===== src/rtl/mac8_defs.svh =====
// Constants for the serial-by-parallel multiplier/accumulator slice
`ifndef MAC8_DEFS_SVH
`define MAC8_DEFS_SVH

// ============================================================
// Instruction codes
`define IC_LOW_ACC_TO_MULTIPLIER_REG_CLEAR 4'h0
`define IC_HIGH_ACC_TO_MULTIPLIER_REG_CLEAR 4'h1
`define IC_LOW_ACC_TO_MULTIPLIER_REG_HOLD 4'h2
`define IC_HIGH_ACC_TO_MULTIPLIER_REG_HOLD 4'h3
`define IC_BUS_LOAD_MULTIPLIER_CLEAR_ACC_A 4'h4
`define IC_BUS_LOAD_MULTIPLIER_CLEAR_ACC_B 4'h5
`define IC_BUS_LOAD_MULTIPLIER_HOLD_ACC 4'h6
`define IC_BUS_LOAD_MULTIPLIER_AND_ITERATE 4'h7
`define IC_READ_LOW_ACC_HALF 4'h8
`define IC_READ_HIGH_ACC_HALF 4'h9
`define IC_LOW_ACC_TO_MULTIPLICAND 4'ha
`define IC_HIGH_ACC_TO_MULTIPLICAND 4'hb
`define IC_IDLE_CODE 4'hc
`define IC_ITERATE_CODE 4'hd
`define IC_LOAD_MULTIPLICAND_HOLD_ACC 4'he
`define IC_LOAD_MULTIPLICAND_AND_ITERATE 4'hf

// ============================================================
// Register offsets (byte addresses)
`define REG_CONFIG 8'h00
`define REG_STATUS 8'h04
`define REG_ACC 8'h08
`define REG_OPERANDS 8'h0c

// ============================================================
// Field positions
`define CFG_MSB_BYTE_BIT 0
`define CFG_LSB_ADD_BIT 1
`define ST_OVERFLOW_BIT 0
`define ST_CLEAR_PENDING_BIT 1
`define ST_ITERATING_BIT 2

// ============================================================
// Reset values
`define CFG_RESET 2'h3
`define CLEAR_PENDING_RESET 1'b1

`endif


===== src/rtl/mac8_pkg.sv =====
// Types shared by the multiplier/accumulator slice
package mac8_pkg;

  // ============================================================
  // Decoded micro-operation carried from decoder to datapath
  typedef struct packed {
    logic clr_m;
    logic clr_acc;
    logic xfer_x;
    logic y_load;
    logic x_load;
    logic use_bus;
    logic hi_half;
    logic iter;
    logic bus_read;
    logic overflow_flag_read;
    logic overflow_flag_arm;
    logic idle;
  } op_t;

endpackage : mac8_pkg


===== src/rtl/mac8_slice.sv =====
// Top of the 8-bit serial-by-parallel multiplier/accumulator slice
//
// The APB register port and the placing of the registers are this design's own decisions.
`timescale 1ns/10ps
`default_nettype none
`include "mac8_defs.svh"

// Behaviour
// - Multiplier built from four 2-bit carry-save cells
// - Cell forms 0, 1X, 2X or 3X
// - Add multiple, shifted product and saved carry
// - Low cell bits drive sum; add-control selects
// - Codes 0-3 load Y from accumulator half
// - Codes 4,5 load Y, clear accumulator
// - Code 6 loads Y, holds accumulator
// - Code 7 iterates last and reloads
// - Codes 8,9 put accumulator half on bus
// - Codes A,B copy accumulator half into X
// - Code C changes no data registers unless it follows D or F
// - Accumulator shift runs one clock late
// - E loads X; F loads X and iterates
// - Overflow stored only after C or 7
// - Two slices give 32-bit product in sixteen
// - One slice: 16-bit product, eight iterations
// - X latch holds multiplicand during iteration
// - Active-low enable gates bus drivers
module mac8_slice (
  input wire logic i_core_clk,
  input wire logic i_srst,
  input wire logic [3:0] i_instruction_code,
  input wire logic [7:0] i_bus_data,
  output logic [7:0] o_bus_data,
  output logic o_bus_oe,
  input wire logic i_out_en_n,
  output logic o_overflow_flag,
  input wire logic [1:0] i_sum_in,
  output logic [1:0] o_sum_out,
  input wire logic [1:0] i_y_serial_in,
  output logic [1:0] o_y_serial_out,
  input wire logic i_x_link_in,
  output logic o_x_link_out,
  input wire logic i_psel,
  input wire logic i_penable,
  input wire logic i_pwrite,
  input wire logic [7:0] i_paddr,
  input wire logic [31:0] i_pwdata,
  output logic [31:0] o_prdata,
  output logic o_pready,
  output logic o_pslverr
);

  // ============================================================
  // Declarations
  mac8_pkg::op_t op;
  logic [1:0] cfg;
  logic msb_byte;
  logic lsb_add;
  logic [7:0] x_reg;
  logic [7:0] x_latch;
  logic [7:0] y_reg;
  logic [15:0] acc;
  logic acc_carry;
  logic shift_q;
  logic first_shift;
  logic overflow_flag_en_q;
  logic overflow_store;
  logic clear_pending;
  logic last_iter;
  logic iterate;
  logic [7:0] acc_half;
  logic [7:0] load_src_y;
  logic [7:0] load_src_x;
  logic [7:0] pp_flat;
  logic [9:0] pp_chain;
  logic [8:0] x_ext;
  logic [1:0] add_b;
  logic add_cin;
  logic [2:0] add_sum;
  logic [1:0] low_sum;
  logic add_overflow;
  logic apb_setup;
  logic apb_write;
  logic [31:0] next_prdata;
  logic next_pslverr;

  assign msb_byte = cfg[`CFG_MSB_BYTE_BIT];
  assign lsb_add = cfg[`CFG_LSB_ADD_BIT];

  // ============================================================
  // Instruction decode
  // Code is sampled straight from the sequencer on the rising edge
  mac8_decode u_decode (
    .i_instruction_code(i_instruction_code),
    .o_op(op)
  );

  // An idle code right after code D or F completes the last digit
  assign iterate = op.iter | (op.idle & last_iter);

  // Track whether the previous code was a mid-product iteration
  always_ff @(posedge i_core_clk) begin
    if (i_srst) begin
      last_iter <= 1'b0;
    end else begin
      last_iter <= op.iter & ~op.clr_m;
    end
  end

  // Multiplier clear is deferred so code 7 can finish the old product
  always_ff @(posedge i_core_clk) begin
    if (i_srst) begin
      clear_pending <= `CLEAR_PENDING_RESET;
    end else if (op.clr_m) begin
      clear_pending <= 1'b1;
    end else if (iterate) begin
      clear_pending <= 1'b0;
    end
  end

  // ============================================================
  // Source selection
  assign acc_half = op.hi_half ? acc[15:8] : acc[7:0];
  assign load_src_y = op.use_bus ? i_bus_data : acc_half;
  assign load_src_x = op.use_bus ? i_bus_data : acc_half;

  // X register loads from bus or accumulator half
  always_ff @(posedge i_core_clk) begin
    if (i_srst) begin
      x_reg <= 8'h00;
    end else if (op.x_load) begin
      x_reg <= load_src_x;
    end
  end

  // X latch feeds the cells; only transfer codes touch it
  always_ff @(posedge i_core_clk) begin
    if (i_srst) begin
      x_latch <= 8'h00;
      o_x_link_out <= 1'b0;
    end else if (op.xfer_x) begin
      x_latch <= x_reg;
      o_x_link_out <= x_reg[7];
    end
  end

  // Y register: parallel load wins over the 2-bit shift
  always_ff @(posedge i_core_clk) begin
    if (i_srst) begin
      y_reg <= 8'h00;
    end else if (op.y_load) begin
      y_reg <= load_src_y;
    end else if (iterate) begin
      y_reg <= {msb_byte ? {2{y_reg[7]}} : i_y_serial_in, y_reg[7:2]};
    end
  end

  assign o_y_serial_out = y_reg[1:0];

  // ============================================================
  // Multiplier cells
  assign x_ext = {x_latch, i_x_link_in};
  assign pp_chain = {i_sum_in, pp_flat};

  genvar g;
  generate
    for (g = 0; g < 4; g++) begin : gen_cell
      mac8_cell #(
        .TOP_CELL(g == 3)
      ) u_cell (
        .i_core_clk(i_core_clk),
        .i_srst(i_srst),
        .i_iterate(iterate),
        .i_discard(clear_pending),
        .i_msb(msb_byte),
        .i_y_digit(y_reg[1:0]),
        .i_x_pair(x_ext[2*g+2:2*g+1]),
        .i_x_prev(x_ext[2*g]),
        .i_pp_above(pp_chain[2*g+3:2*g+2]),
        .o_pp(pp_flat[2*g+1:2*g])
      );
    end
  endgenerate

  assign o_sum_out = pp_flat[1:0];

  // ============================================================
  // Summing adder and accumulator
  // Add-control low passes the accumulator through unchanged
  always_comb begin
    add_b = lsb_add ? pp_flat[1:0] : 2'h0;
    add_cin = first_shift ? 1'b0 : acc_carry;
    add_sum = {1'b0, acc[1:0]} + {1'b0, add_b} + {2'h0, add_cin};
    low_sum = {1'b0, acc[0]} + {1'b0, add_b[0]} + {1'b0, add_cin};
    add_overflow = low_sum[1] ^ add_sum[2];
  end

  // Shift command is registered, so shifting lags the iteration
  always_ff @(posedge i_core_clk) begin
    if (i_srst) begin
      shift_q <= 1'b0;
      first_shift <= 1'b1;
      overflow_flag_en_q <= 1'b0;
    end else begin
      shift_q <= iterate;
      first_shift <= iterate & clear_pending;
      overflow_flag_en_q <= op.overflow_flag_arm;
    end
  end

  // Accumulator: clear beats the delayed shift
  always_ff @(posedge i_core_clk) begin
    if (i_srst) begin
      acc <= 16'h0000;
      acc_carry <= 1'b0;
    end else if (op.clr_acc) begin
      acc <= 16'h0000;
      acc_carry <= 1'b0;
    end else if (shift_q) begin
      acc <= {add_sum[1:0], acc[15:2]};
      acc_carry <= add_sum[2];
    end
  end

  // Overflow is caught on the final shift after an idle or code 7
  always_ff @(posedge i_core_clk) begin
    if (i_srst) begin
      overflow_store <= 1'b0;
    end else if (overflow_flag_en_q && shift_q) begin
      overflow_store <= add_overflow;
    end
  end

  // ============================================================
  // Pin outputs
  // Codes 0-3 and 8-B drive the flag; read codes drive the selected half
  always_ff @(posedge i_core_clk) begin
    if (i_srst) begin
      o_overflow_flag <= 1'b0;
    end else if (op.overflow_flag_read) begin
      o_overflow_flag <= overflow_store;
    end
  end

  // Bus driver enable follows the read code gated by the enable pin
  always_ff @(posedge i_core_clk) begin
    if (i_srst) begin
      o_bus_data <= 8'h00;
      o_bus_oe <= 1'b0;
    end else begin
      o_bus_oe <= op.bus_read & ~i_out_en_n;
      if (op.bus_read) begin
        o_bus_data <= acc_half;
      end
    end
  end

  // ============================================================
  // APB slave
  assign apb_setup = i_psel & ~i_penable;
  assign apb_write = i_psel & i_penable & o_pready & i_pwrite;

  // Read data and error are prepared in the setup cycle
  always_comb begin
    next_prdata = 32'h0000_0000;
    next_pslverr = 1'b0;
    unique case (i_paddr)
      `REG_CONFIG: next_prdata = {30'h0, cfg};
      `REG_STATUS: begin
        next_prdata[`ST_OVERFLOW_BIT] = overflow_store;
        next_prdata[`ST_CLEAR_PENDING_BIT] = clear_pending;
        next_prdata[`ST_ITERATING_BIT] = last_iter;
      end
      `REG_ACC: next_prdata = {16'h0000, acc};
      `REG_OPERANDS: next_prdata = {8'h00, x_latch, x_reg, y_reg};
      default: next_pslverr = 1'b1;
    endcase
    if (i_pwrite) begin
      next_prdata = 32'h0000_0000;
      next_pslverr = (i_paddr != `REG_CONFIG) && (i_paddr != `REG_STATUS)
                   && (i_paddr != `REG_ACC) && (i_paddr != `REG_OPERANDS);
    end
  end

  // Zero-wait answer: ready rises in the access phase
  always_ff @(posedge i_core_clk) begin
    if (i_srst) begin
      o_pready <= 1'b0;
      o_prdata <= 32'h0000_0000;
      o_pslverr <= 1'b0;
    end else begin
      o_pready <= apb_setup;
      if (apb_setup) begin
        o_prdata <= next_prdata;
        o_pslverr <= next_pslverr;
      end else begin
        o_pslverr <= 1'b0;
      end
    end
  end

  // Configuration: slice position and summing-adder control
  always_ff @(posedge i_core_clk) begin
    if (i_srst) begin
      cfg <= `CFG_RESET;
    end else if (apb_write && (i_paddr == `REG_CONFIG)) begin
      cfg <= i_pwdata[1:0];
    end
  end

endmodule : mac8_slice
`default_nettype wire


===== src/rtl/mac8_cell.sv =====
// One 2-bit carry-save multiplier cell
`timescale 1ns/10ps
`default_nettype none
`include "mac8_defs.svh"

module mac8_cell #(
  parameter bit TOP_CELL = 1'b0
) (
  input wire logic i_core_clk,
  input wire logic i_srst,
  input wire logic i_iterate,
  input wire logic i_discard,
  input wire logic i_msb,
  input wire logic [1:0] i_y_digit,
  input wire logic [1:0] i_x_pair,
  input wire logic i_x_prev,
  input wire logic [1:0] i_pp_above,
  output logic [1:0] o_pp
);

  // ============================================================
  // Storage: two carry-save and two partial-product flip-flops
  logic carry_a;
  logic carry_b;
  logic signed_mode;
  logic c_a;
  logic c_b;
  logic [1:0] above;
  logic [1:0] hi;
  logic [2:0] multiple;
  logic [2:0] next_sum;
  logic [3:0] top_sum;

  // Sign handling only on the top cell of the most significant slice
  assign signed_mode = TOP_CELL && i_msb;

  // ============================================================
  // Adders: multiple of X, then partial product plus saved carry
  always_comb begin
    c_a = i_discard ? 1'b0 : carry_a;
    c_b = i_discard ? 1'b0 : carry_b;
    above = i_discard ? 2'h0 : i_pp_above;
    hi = {c_b, c_a};
    // 0, 1X, 2X or 3X from X and 2X slices
    multiple = (i_y_digit[0] ? {1'b0, i_x_pair} : 3'h0)
             + (i_y_digit[1] ? {1'b0, i_x_pair[0], i_x_prev} : 3'h0)
             + {2'h0, c_a};
    next_sum = {1'b0, above} + {1'b0, multiple[1:0]} + {2'h0, c_b};
    // Top cell keeps a signed high part that re-enters itself after the shift
    top_sum = {{2{hi[1]}}, hi}
            + (i_y_digit[0] ? {{2{i_x_pair[1]}}, i_x_pair} : 4'h0)
            + (i_y_digit[1] ? {i_x_pair[1], i_x_pair, i_x_prev} : 4'h0);
  end

  // Carry and partial product update on each iteration
  always_ff @(posedge i_core_clk) begin
    if (i_srst) begin
      o_pp <= 2'h0;
      carry_a <= 1'b0;
      carry_b <= 1'b0;
    end else if (i_iterate) begin
      if (signed_mode) begin
        o_pp <= top_sum[1:0];
        carry_a <= top_sum[2];
        carry_b <= top_sum[3];
      end else begin
        o_pp <= next_sum[1:0];
        carry_a <= multiple[2];
        carry_b <= next_sum[2];
      end
    end
  end

endmodule : mac8_cell
`default_nettype wire


===== src/rtl/mac8_decode.sv =====
// Instruction decoder for the multiplier/accumulator slice
`timescale 1ns/10ps
`default_nettype none
`include "mac8_defs.svh"

module mac8_decode (
  input wire logic [3:0] i_instruction_code,
  output mac8_pkg::op_t o_op
);

  // ============================================================
  // Sixteen codes onto fifteen micro-operations (4 and 5 decode alike)
  always_comb begin
    o_op = '0;
    unique case (i_instruction_code)
      `IC_LOW_ACC_TO_MULTIPLIER_REG_CLEAR, `IC_HIGH_ACC_TO_MULTIPLIER_REG_CLEAR,
      `IC_LOW_ACC_TO_MULTIPLIER_REG_HOLD, `IC_HIGH_ACC_TO_MULTIPLIER_REG_HOLD: begin
        o_op.y_load = 1'b1;
        o_op.xfer_x = 1'b1;
        o_op.clr_m = 1'b1;
        o_op.overflow_flag_read = 1'b1;
        o_op.hi_half = i_instruction_code[0];
        o_op.clr_acc = ~i_instruction_code[1];
      end
      `IC_BUS_LOAD_MULTIPLIER_CLEAR_ACC_A, `IC_BUS_LOAD_MULTIPLIER_CLEAR_ACC_B: begin
        o_op.y_load = 1'b1;
        o_op.use_bus = 1'b1;
        o_op.xfer_x = 1'b1;
        o_op.clr_m = 1'b1;
        o_op.clr_acc = 1'b1;
      end
      `IC_BUS_LOAD_MULTIPLIER_HOLD_ACC: begin
        o_op.y_load = 1'b1;
        o_op.use_bus = 1'b1;
        o_op.xfer_x = 1'b1;
        o_op.clr_m = 1'b1;
      end
      `IC_BUS_LOAD_MULTIPLIER_AND_ITERATE: begin
        o_op.y_load = 1'b1;
        o_op.use_bus = 1'b1;
        o_op.xfer_x = 1'b1;
        o_op.clr_m = 1'b1;
        o_op.iter = 1'b1;
        o_op.overflow_flag_arm = 1'b1;
      end
      `IC_READ_LOW_ACC_HALF, `IC_READ_HIGH_ACC_HALF: begin
        o_op.bus_read = 1'b1;
        o_op.overflow_flag_read = 1'b1;
        o_op.hi_half = i_instruction_code[0];
      end
      `IC_LOW_ACC_TO_MULTIPLICAND, `IC_HIGH_ACC_TO_MULTIPLICAND: begin
        o_op.x_load = 1'b1;
        o_op.overflow_flag_read = 1'b1;
        o_op.hi_half = i_instruction_code[0];
      end
      `IC_IDLE_CODE: begin
        o_op.idle = 1'b1;
        o_op.overflow_flag_arm = 1'b1;
      end
      `IC_ITERATE_CODE: begin
        o_op.iter = 1'b1;
      end
      `IC_LOAD_MULTIPLICAND_HOLD_ACC: begin
        o_op.x_load = 1'b1;
        o_op.use_bus = 1'b1;
      end
      `IC_LOAD_MULTIPLICAND_AND_ITERATE: begin
        o_op.x_load = 1'b1;
        o_op.use_bus = 1'b1;
        o_op.iter = 1'b1;
      end
    endcase
  end

endmodule : mac8_decode
`default_nettype wire


===== config.mk =====
export PLATFORM = sky130hd
export DESIGN_NAME = mac8_slice
export DESIGN_NICKNAME = d
export VERILOG_FILES = /design/src/rtl/mac8_pkg.sv /design/src/rtl/mac8_slice.sv /design/src/rtl/mac8_cell.sv /design/src/rtl/mac8_decode.sv
export VERILOG_INCLUDE_DIRS = /design/src /design/src/rtl
export SDC_FILE = /design/constraint.sdc
export NUM_CORES = 1
export LEC_CHECK = 0
export BUFFER_PORTS_ARGS = -buffer_cell sky130_fd_sc_hd__buf_2
export CAP_MARGIN = 30
export CORE_MARGIN = 4
export CORE_UTILIZATION = 49
export CTS_CLUSTER_SIZE = 20
export DETAILED_ROUTE_END_ITERATION = 8
export GPL_ROUTABILITY_DRIVEN = 0
export GPL_TIMING_DRIVEN = 0
export PLACE_DENSITY = 0.76
export SYNTH_ARGS = -nofsm -noshare
export SYNTH_HDL_FRONTEND = slang
export SYNTH_HIERARCHICAL = 1
export SYNTH_SLANG_ARGS = --single-unit

===== constraint.sdc =====
create_clock -name i_core_clk -period 2.4 [get_ports i_core_clk]
set_input_delay 0.36 -clock i_core_clk [delete_from_list [all_inputs] [get_ports i_core_clk]]
set_output_delay 0.36 -clock i_core_clk [all_outputs]
set_load 0.05 [all_outputs]

* Word level (Yosys, flattened, before mapping)
Cells that the tools add are included.
** Storage, ports and cells
- Bits in registers :: 110
** Cells by class
- Equality and inequality tests :: 22
- Mux-type cells :: 48
- $add $sub $neg :: 22
- Bitwise gates (word level) :: 15
- Reduce and logical (&&, ||, !) cells :: 23
** Operator list (number)
- $pmux W21 S2 :: 1
- $eq A4 B4 Y1 const B :: 8
- $mux W2 :: 16
- $mux W32 :: 1
- $mux W8 :: 4
- $add A3 B1 Y3 :: 9
- $mux W1 :: 22
- $eq A4 B3 Y1 const B :: 4
- $eq A8 B4 Y1 const B :: 2
- $ne A8 B4 Y1 const B :: 2
- $reduce_or A8 Y1 :: 2
- $add A2 B2 Y3 :: 5
- $add A3 B3 Y3 :: 4
- $pmux W3 S4 :: 1
- $reduce_or A2 Y1 :: 6
- $reduce_or A4 Y1 :: 3
- $add A4 B4 Y4 :: 2
- $and A1 B1 Y1 :: 8
- $eq A4 B2 Y1 const B :: 2
- $eq A8 B3 Y1 const B :: 1
- $logic_not A8 Y1 :: 1
- $mux W4 :: 2
- $ne A8 B3 Y1 const B :: 1
- $reduce_bool A8 Y1 :: 1
- 14 further kinds :: 22

* Depth between registers and ports, before layout
Gate-level depths: netlist of the first run.
- Word-level depth :: 6
- Gate-level depth with buffers :: 10

* Cells and area by module
The synthesis of the first run kept the hierarchy.
** Modules (own cells, without submodules)
- mac8_slice :: times used 1, area each 3554.7 um^2, cells an instance 345
- mac8_cell (gen_cell[0].u_cell ...) :: times used 3, area each 291.5 um^2, cells an instance 29
- mac8_cell (gen_cell[3].u_cell) :: times used 1, area each 456.7 um^2, cells an instance 52
- mac8_decode :: times used 1, area each 95.1 um^2, cells an instance 15

* Least setup slack after synthesis of the first run
No wires, ideal clock.
- Path kind :: register to register
- Start point :: register, netlist name o_x_link_out
- End point :: register gen_cell[3].u_cell.carry_a
- Clock period less this slack :: 2.482 ns
- Slack :: -0.082 ns
- Arrival time :: 2.396 ns
- Setup time :: 0.086 ns
- Stages on the path, launching flop included :: 11
- Path through :: dfxtp_1 and2_4 buf_6 xor2_1 ha_1 ha_1 inv_1 fa_1 nor2_1 a21oi_1 a211oi_1
** RTL lines
- end signal: assignment :: line mac8_cell.sv:64 : carry_a <= top_sum[2];
- end signal: assignment :: line mac8_cell.sv:68 : carry_a <= multiple[2];
- end: declaration :: line mac8_cell.sv:23 : logic carry_a;

* Worst setup path in the final report of the first run
- Start point :: register clear_pending
- End point :: register gen_cell[3].u_cell.o_pp[1]
** Between the ends
- Cells in the longest elaborated chain, start to end :: 5
- Elaborated cells between the ends (all ways) :: 9
- Classes of those cells :: add/sub (5); mux (4)
** Ends and longest elaborated chain
- start: declaration :: line mac8_slice.sv:67 : logic clear_pending;
- start signal: assignment :: line mac8_slice.sv:112 : clear_pending <= `CLEAR_PENDING_RESET;
- $mux W1 :: line mac8_cell.sv:40 : c_a = i_discard ? 1'b0 : carry_a;
- $add A3 B1 Y3 :: line mac8_cell.sv:47 : + {2'h0, c_a};
- $add A2 B2 Y3 :: line mac8_cell.sv:48 : next_sum = {1'b0, above} + {1'b0, multiple[1:0]} + {2'h0, c_b};
- $add A3 B1 Y3 :: line mac8_cell.sv:48
- $mux W2 (*) :: line mac8_cell.sv:62 : if (signed_mode) begin
- end signal: assignment :: line mac8_cell.sv:63 : o_pp <= top_sum[1:0];
- end signal: assignment :: line mac8_cell.sv:67 : o_pp <= next_sum[1:0];
- end: declaration :: line mac8_cell.sv:18 : output logic [1:0] o_pp
Mark *: on every way between the ends. The rest lies on a longest branch, timed or not.
A chain may end at the register's enable or synchronous reset.

==> metrics.txt, run 1 <==
total CTS buffers=9; Cell Area, Placed=5537 µm²; WP data arrival=2710 ps; Worst EP required=2680 ps; post-synth cell types=57; clock group share of total power=34.2%; Die Wd=108.8 µm; Post-Layout Cell Count=732; reg-to-reg endpoint=gen_cell[3].u_cell/o_pp[1]$_SDFFE_PP0P_; Clock Pin Slew Worst Setup and Hold Paths=110 ps; router iterations before antenna repair=4; sw frac=28.61%; first-pass GRT wire length=19820 µm; number of synthesized register bits=101; failing checks=setup timing; cell with the most instances after synthesis=dfxtp_1; max incr delay on CP=450 ps; CTS tree=done; Post-Route WL=12100 µm; Leak=2.389 nW; Setup CP Type=reg2reg; critical-path cell list=nand2b_4 > fa_1 > inv_1 > fa_1 > inv_2 > fa_1 > nor2_1 > a21oi_1 > a211oi_1; Via Count=3891; Layout Skew=14.90 ps; final slew viol count=0; Post-route DRC=0; Syn-to-layout area delta=17.51%; initial core utilization=50.73%; Mapped Avg Cell Area=9.982 µm²; Critical-path top delay cell=fa_1; Cell Area, Synth=4981 µm²; final setup violation count=3; drt via density=5.316; total die area=11840 µm²; Max IR drop VDD=0.3382 mV; Pwr per Cell Area=536.8 nW/µm²; CTS Sinks=101; asr flop ratio synth=0%; port bufs=72; Top Registers=o_prdata x24, acc x16; Yosys warnings=6; most area-hungry cell type in the Yosys netlist=dfxtp_1; outcome=complete, but fails checks; sequential share of power=54.9%; Syn Inst Count=499; Ports=112; Power Total=3.142 mW; power share of the combinational group=10.8%; number of enable flip-flop cells after synthesis=0; MaxCap Viol Count=0; top cell type's share of synthesized area=40.59%; ANT cells=0; Int Pwr=2.243 mW; Post-Layout Inst Area=5853 µm²; num rows=36; max reg flops=24; type of origin of the critical path=flop; crit share post-route=101.4%; Worst Setup Slack, final=-34.20 ps; via count of the first global-routing pass=3998; Worst Hold Slack=124.2 ps; Worst Setup End Kind=flop; sequential share of the synthesized area=40.59%; Fin. Hold Viols=0; Max transition margin=47.45%; clock root buffer=clkbuf_8; Post-synth top flop=dfxtp_1; fillers=870; H-tree depth=3; Detail Route Antenna Nets=0; class of the worst hold path=in2reg; GRT Residual Overflow=0; P_sw=899.0 µW; top cells by area in the synthesized netlist=dfxtp_1, mux2i_1, fa_1; Core Util, Final=59.61%; Worst Setup EP=gen_cell[3].u_cell/o_pp[1]$_SDFFE_PP0P_; R2R setup slack=-30 ps; initial antenna violation count=0; worst r2r src=clear_pending$_SDFFE_PP1P_; RSZ-0062 raised after global routing=yes; HPWL after DPL=9146 µm; Max FO, Critical Path=2; WL/cell=16.53 µm; largest net degree at the start of global routing=22; Worst-Skew Late Latency=370 ps; most used cell, CP=fa_1; Placed Instances=711; Die H=108.8 µm; DRT iter0 DRCs=198; measured slew at the worst slew-check pin=788.3 ps; Nets=679; Worst Reg2Reg Path Length in Cells=9; layout cell share with drive strength beyond 1=26.38%; Synth top cells by count=dfxtp_1, nor2_1, mux2i_1, nand2b_1, inv_1; Reg with most FFs=o_prdata; fmax=410.8 MHz; core area=9819 µm²; CP startpoint=clear_pending$_SDFFE_PP1P_; Tmin final=2434 ps; clk buf depth=2; GRT Total Usage=21.53%
## per-layer routing
metal	global-route usage [%]	wire [µm]
met4	8.296	338
met1	27.75	5207
met3	3.967	583
met2	35.92	5973
met5	0	0
## how the worst min path moves through the flow
stage	slack (ps)	cells past startpoint	start	endpoint
final	120	2	i_out_en_n	o_bus_oe$_SDFF_PP0_
after global routing	120	2	i_out_en_n	o_bus_oe$_SDFF_PP0_
after CTS	120	2	i_out_en_n	o_bus_oe$_SDFF_PP0_
after detailed placement	450	1	o_prdata[15]$_SDFFE_PP0P_	o_prdata[15]$_SDFFE_PP0P_
after global placement	450	1	overflow_flag_en_q$_SDFF_PP0_	overflow_store$_SDFFE_PP0P_
after floorplan	430	1	i_srst	gen_cell[3].u_cell/o_pp[0]$_SDFFE_PP0P_
## cells by family (layout without fill, tap and decap cells)
family                   count (synthesis)  after routing  synth area share, %
other                                    1              8              0.07529
multiplexers                            65             65                13.77
buffers and inverters                   65            158                6.606
adder cells (fa/ha/maj)                 22             22                8.239
AND/OR/NAND/NOR                        156            156                16.60
XOR/XNOR                                 5              5                1.030
AO/OA/AOI/OAI                           84             84                13.09
flip-flops                             101            101                40.59
## stage by stage
stage	worst slack [ps]	setup TNS, ps
4_1_cts	-22.07	-36.50
6_report	-34.20	-57.28
3_5_place_dp	-496.7	-1490
2_1_floorplan	0.3779	0
5_1_grt	-131.2	-440.7
3_3_place_gp	-371.4	-1023
## power by group through the flow
stage / logic (mW) / clock network, mW / registers, mW
4_1_cts: 0.340 / 1.10 / 1.73
5_1_grt: 0.369 / 1.17 / 1.73
6_report: 0.340 / 1.08 / 1.73
3_3_place_gp: 0.319 / 0 / 1.77
3_5_place_dp: 0.325 / 0 / 1.77
2_1_floorplan: 0.223 / 0 / 1.77
## cells in the final DEF (no fill, tap or decap), types with 9 or more instances in the layout
master	n
buf_2	73
o211ai_1	13
nand2_1	21
buf_4	14
fa_1	17
clkbuf_1	16
dfxtp_1	95
nand2b_1	25
a22o_1	11
mux2i_1	55
nor2_1	60
inv_1	22
o2bb2ai_1	13
clkbuf_8	9
a21oi_1	13
and2_1	9
nor2b_1	13
## what timing repair did
| item | in CTS | in global routing |
|---|---|---|
| pin swaps | 3 | 3 |
| buffers inserted | 3 | 2 |
| gates resized for setup | 17 | 5 |
| hold endpoints to repair | 0 | 0 |
| endpoints found under the setup margin | 8 | 6 |
| hold buffers | 0 | 0 |
## layout make-up
| class | count | area (µm²) | share of cell area, % |
|---|---|---|---|
| buffer | 39 | 231.5 | 3.955 |
| clock buffer | 9 | 123.9 | 2.116 |
| clock inverter | 7 | 75.07 | 1.283 |
| inverter | 26 | 97.59 | 1.667 |
| multi-input combinational | 340 | 2708 | 46.26 |
| sequential | 101 | 2042 | 34.89 |
| tap | 133 | 166.4 | 2.843 |
| timing repair buffer | 77 | 409.1 | 6.990 |
## critical path: cells and delay by family, from the launching register on
kind,cells,cell delay (ps)
fa+ha+maj,3,1240
compound gates,2,300
simple gates,2,260
flops,1,370
buf+inv,2,180
Note: power is estimated with default switching activity, not from simulation.
==> run 2: changes to the inputs <==
==> constraint.sdc (replaced) <==
create_clock -name i_core_clk -period 2.4 [get_ports i_core_clk]
set_input_delay 0.72 -clock i_core_clk [delete_from_list [all_inputs] [get_ports i_core_clk]]
set_output_delay 0.72 -clock i_core_clk [all_outputs]
set_load 0.05 [all_outputs]
==> run 2 against run 1 <==
Compared with the run above: the flow still finishes with violations (setup timing); register-to-register slack lost 20 ps; global-route usage grew 1.0 points; combinational power grew 3%; routed wire length grew 4.7%; fmax shrank 0.93%; sequential power is essentially flat; non-clock buffer count grew 5; hold slack gained 340 ps; cell area grew 1.5%; via count grew 3.6%; largest power group unchanged.
==> metrics.txt, run 2 (same netlist as run 1, synthesis figures left out) <==
final slew viol count=0; clock root buffer=clkbuf_8; CTS tree=done; total CTS buffers=9; Placed Instances=711; max reg flops=24; Max FO, Critical Path=4; via count of the first global-routing pass=4050; CTS Sinks=101; initial core utilization=50.73%; Pwr per Cell Area=531.1 nW/µm²; type of origin of the critical path=flop; R2R setup slack=-60 ps; Cell Area, Placed=5539 µm²; final setup violation count=1; failing checks=setup timing; Layout Skew=11.29 ps; ANT cells=0; Tmin final=2457 ps; crit share post-route=102.4%; largest net degree at the start of global routing=22; DP Worst Slack=-482.1 ps; HPWL after DPL=9246 µm; Fin. Hold Viols=0; GRT Residual Overflow=0; Worst Hold Slack=469.1 ps; Worst Reg2Reg Path Length in Cells=9; class of the worst hold path=reg2reg; DRT iter0 DRCs=191; layout cell share with drive strength beyond 1=28.64%; Worst Setup End Kind=flop; WL/cell=17.20 µm; CP startpoint=clear_pending$_SDFFE_PP1P_; hold endpoint=o_prdata[14]$_SDFFE_PP0P_; Hold Crit Depth=1; fillers=908; Clock Pin Slew Worst Setup and Hold Paths=110 ps; H-tree depth=3; Max IR drop VDD=0.2401 mV; Worst Setup Slack, final=-57.12 ps; num rows=36; Post-route DRC=0; Worst-Skew Late Latency=380 ps; Nets=684; Post-Layout Inst Area=5939 µm²; fmax=407.0 MHz; setup TNS=-57.12 ps; router iterations before antenna repair=6; core area=9819 µm²; measured slew at the worst slew-check pin=771.8 ps; Detail Route Antenna Nets=0; Ports=112; worst r2r src=clear_pending$_SDFFE_PP1P_; Post-Route WL=12680 µm; Worst EP required=2700 ps; initial antenna violation count=0; port bufs=72; Top Registers=o_prdata x24, acc x16; Reg with most FFs=o_prdata; Syn-to-layout area delta=19.24%; Post-Layout Cell Count=737; first-pass GRT wire length=20640 µm; GRT Total Usage=22.57%; Die Wd=108.8 µm; hold_buf cts=0; MaxCap Viol Count=0; RSZ-0062 raised after global routing=yes; total die area=11840 µm²; Leak=2.427 nW; drt via density=5.468; WP data arrival=2750 ps; hold path startpoint=o_prdata[14]$_SDFFE_PP0P_; clk buf depth=2; outcome=complete, but fails checks; commonest cells after routing, fill and taps aside=dfxtp_1, buf_2, nor2_1; Setup CP Type=reg2reg; Via Count=4030; reg-to-reg endpoint=gen_cell[3].u_cell/o_pp[1]$_SDFFE_PP0P_; commonest non-fill, non-tap cell in the layout=dfxtp_1; Max transition margin=48.55%; Die H=108.8 µm
## run 2: layout make-up
cell class | instances | area (µm²) | share of cell area [%]
clock buffer | 10 | 137.6 | 2.317
timing repair buffer | 82 | 450.4 | 7.584
clock inverter | 6 | 55.05 | 0.9269
tap | 133 | 166.4 | 2.802
inverter | 26 | 97.59 | 1.643
sequential | 101 | 2037 | 34.30
multi-input combinational | 340 | 2764 | 46.53
buffer | 39 | 231.5 | 3.897
## run 2: per-layer routing
layer | routed length, µm | up-vias | global-route usage [%]
met5 | 0 | - | 0
met4 | 214 | 0 | 5.771
met3 | 650 | 23 | 4.559
met2 | 6460 | 126 | 39.85
met1 | 5349 | 1982 | 28.19
li1 | - | 1899 | -
## run 2: timing repair
action	CTS	global route
pin swaps	11	11
endpoints found under the setup margin	9	6
gates resized for setup	18	15
buffers inserted	8	2
## run 2: power by group
group | total (mW) | switching (mW) | internal, mW | leakage [nW]
sequential | 1.73 | 0.0251 | 1.70 | 0.821
clock | 1.08 | 0.651 | 0.424 | 0.0990
combinational | 0.350 | 0.216 | 0.134 | 1.51
## run 2: how the worst max path moves through the flow
stage                                               to  slack [ps]  depth (start not counted)
3_3_place_gp   gen_cell[3].u_cell/o_pp[1]$_SDFFE_PP0P_        -400                          9
3_5_place_dp   gen_cell[3].u_cell/o_pp[1]$_SDFFE_PP0P_        -480                          9
6_report       gen_cell[3].u_cell/o_pp[1]$_SDFFE_PP0P_         -60                          9
4_1_cts        gen_cell[3].u_cell/o_pp[1]$_SDFFE_PP0P_         -30                          9
5_1_grt        gen_cell[3].u_cell/o_pp[1]$_SDFFE_PP0P_        -110                          9
2_1_floorplan  gen_cell[3].u_cell/o_pp[1]$_SDFFE_PP0P_         0.4                          9
## run 2: stage by stage
step                utilization [%]  total power, mW
CTS                           59.67            3.158
global placement              56.41            2.090
global route                  60.49            3.262
floorplan                         -            1.995
finish                        60.49            3.154
detailed placement            56.41            2.098
## run 2: worst max-delay path: stages, from the launching register on
cell,delay (ps)
dfxtp_4,380
nand2b_4,140
fa_2,580
inv_2,50
ha_4,280
a21oi_4,50
fa_1,470
nor2_1,120
a21oi_1,50
a211oi_1,250
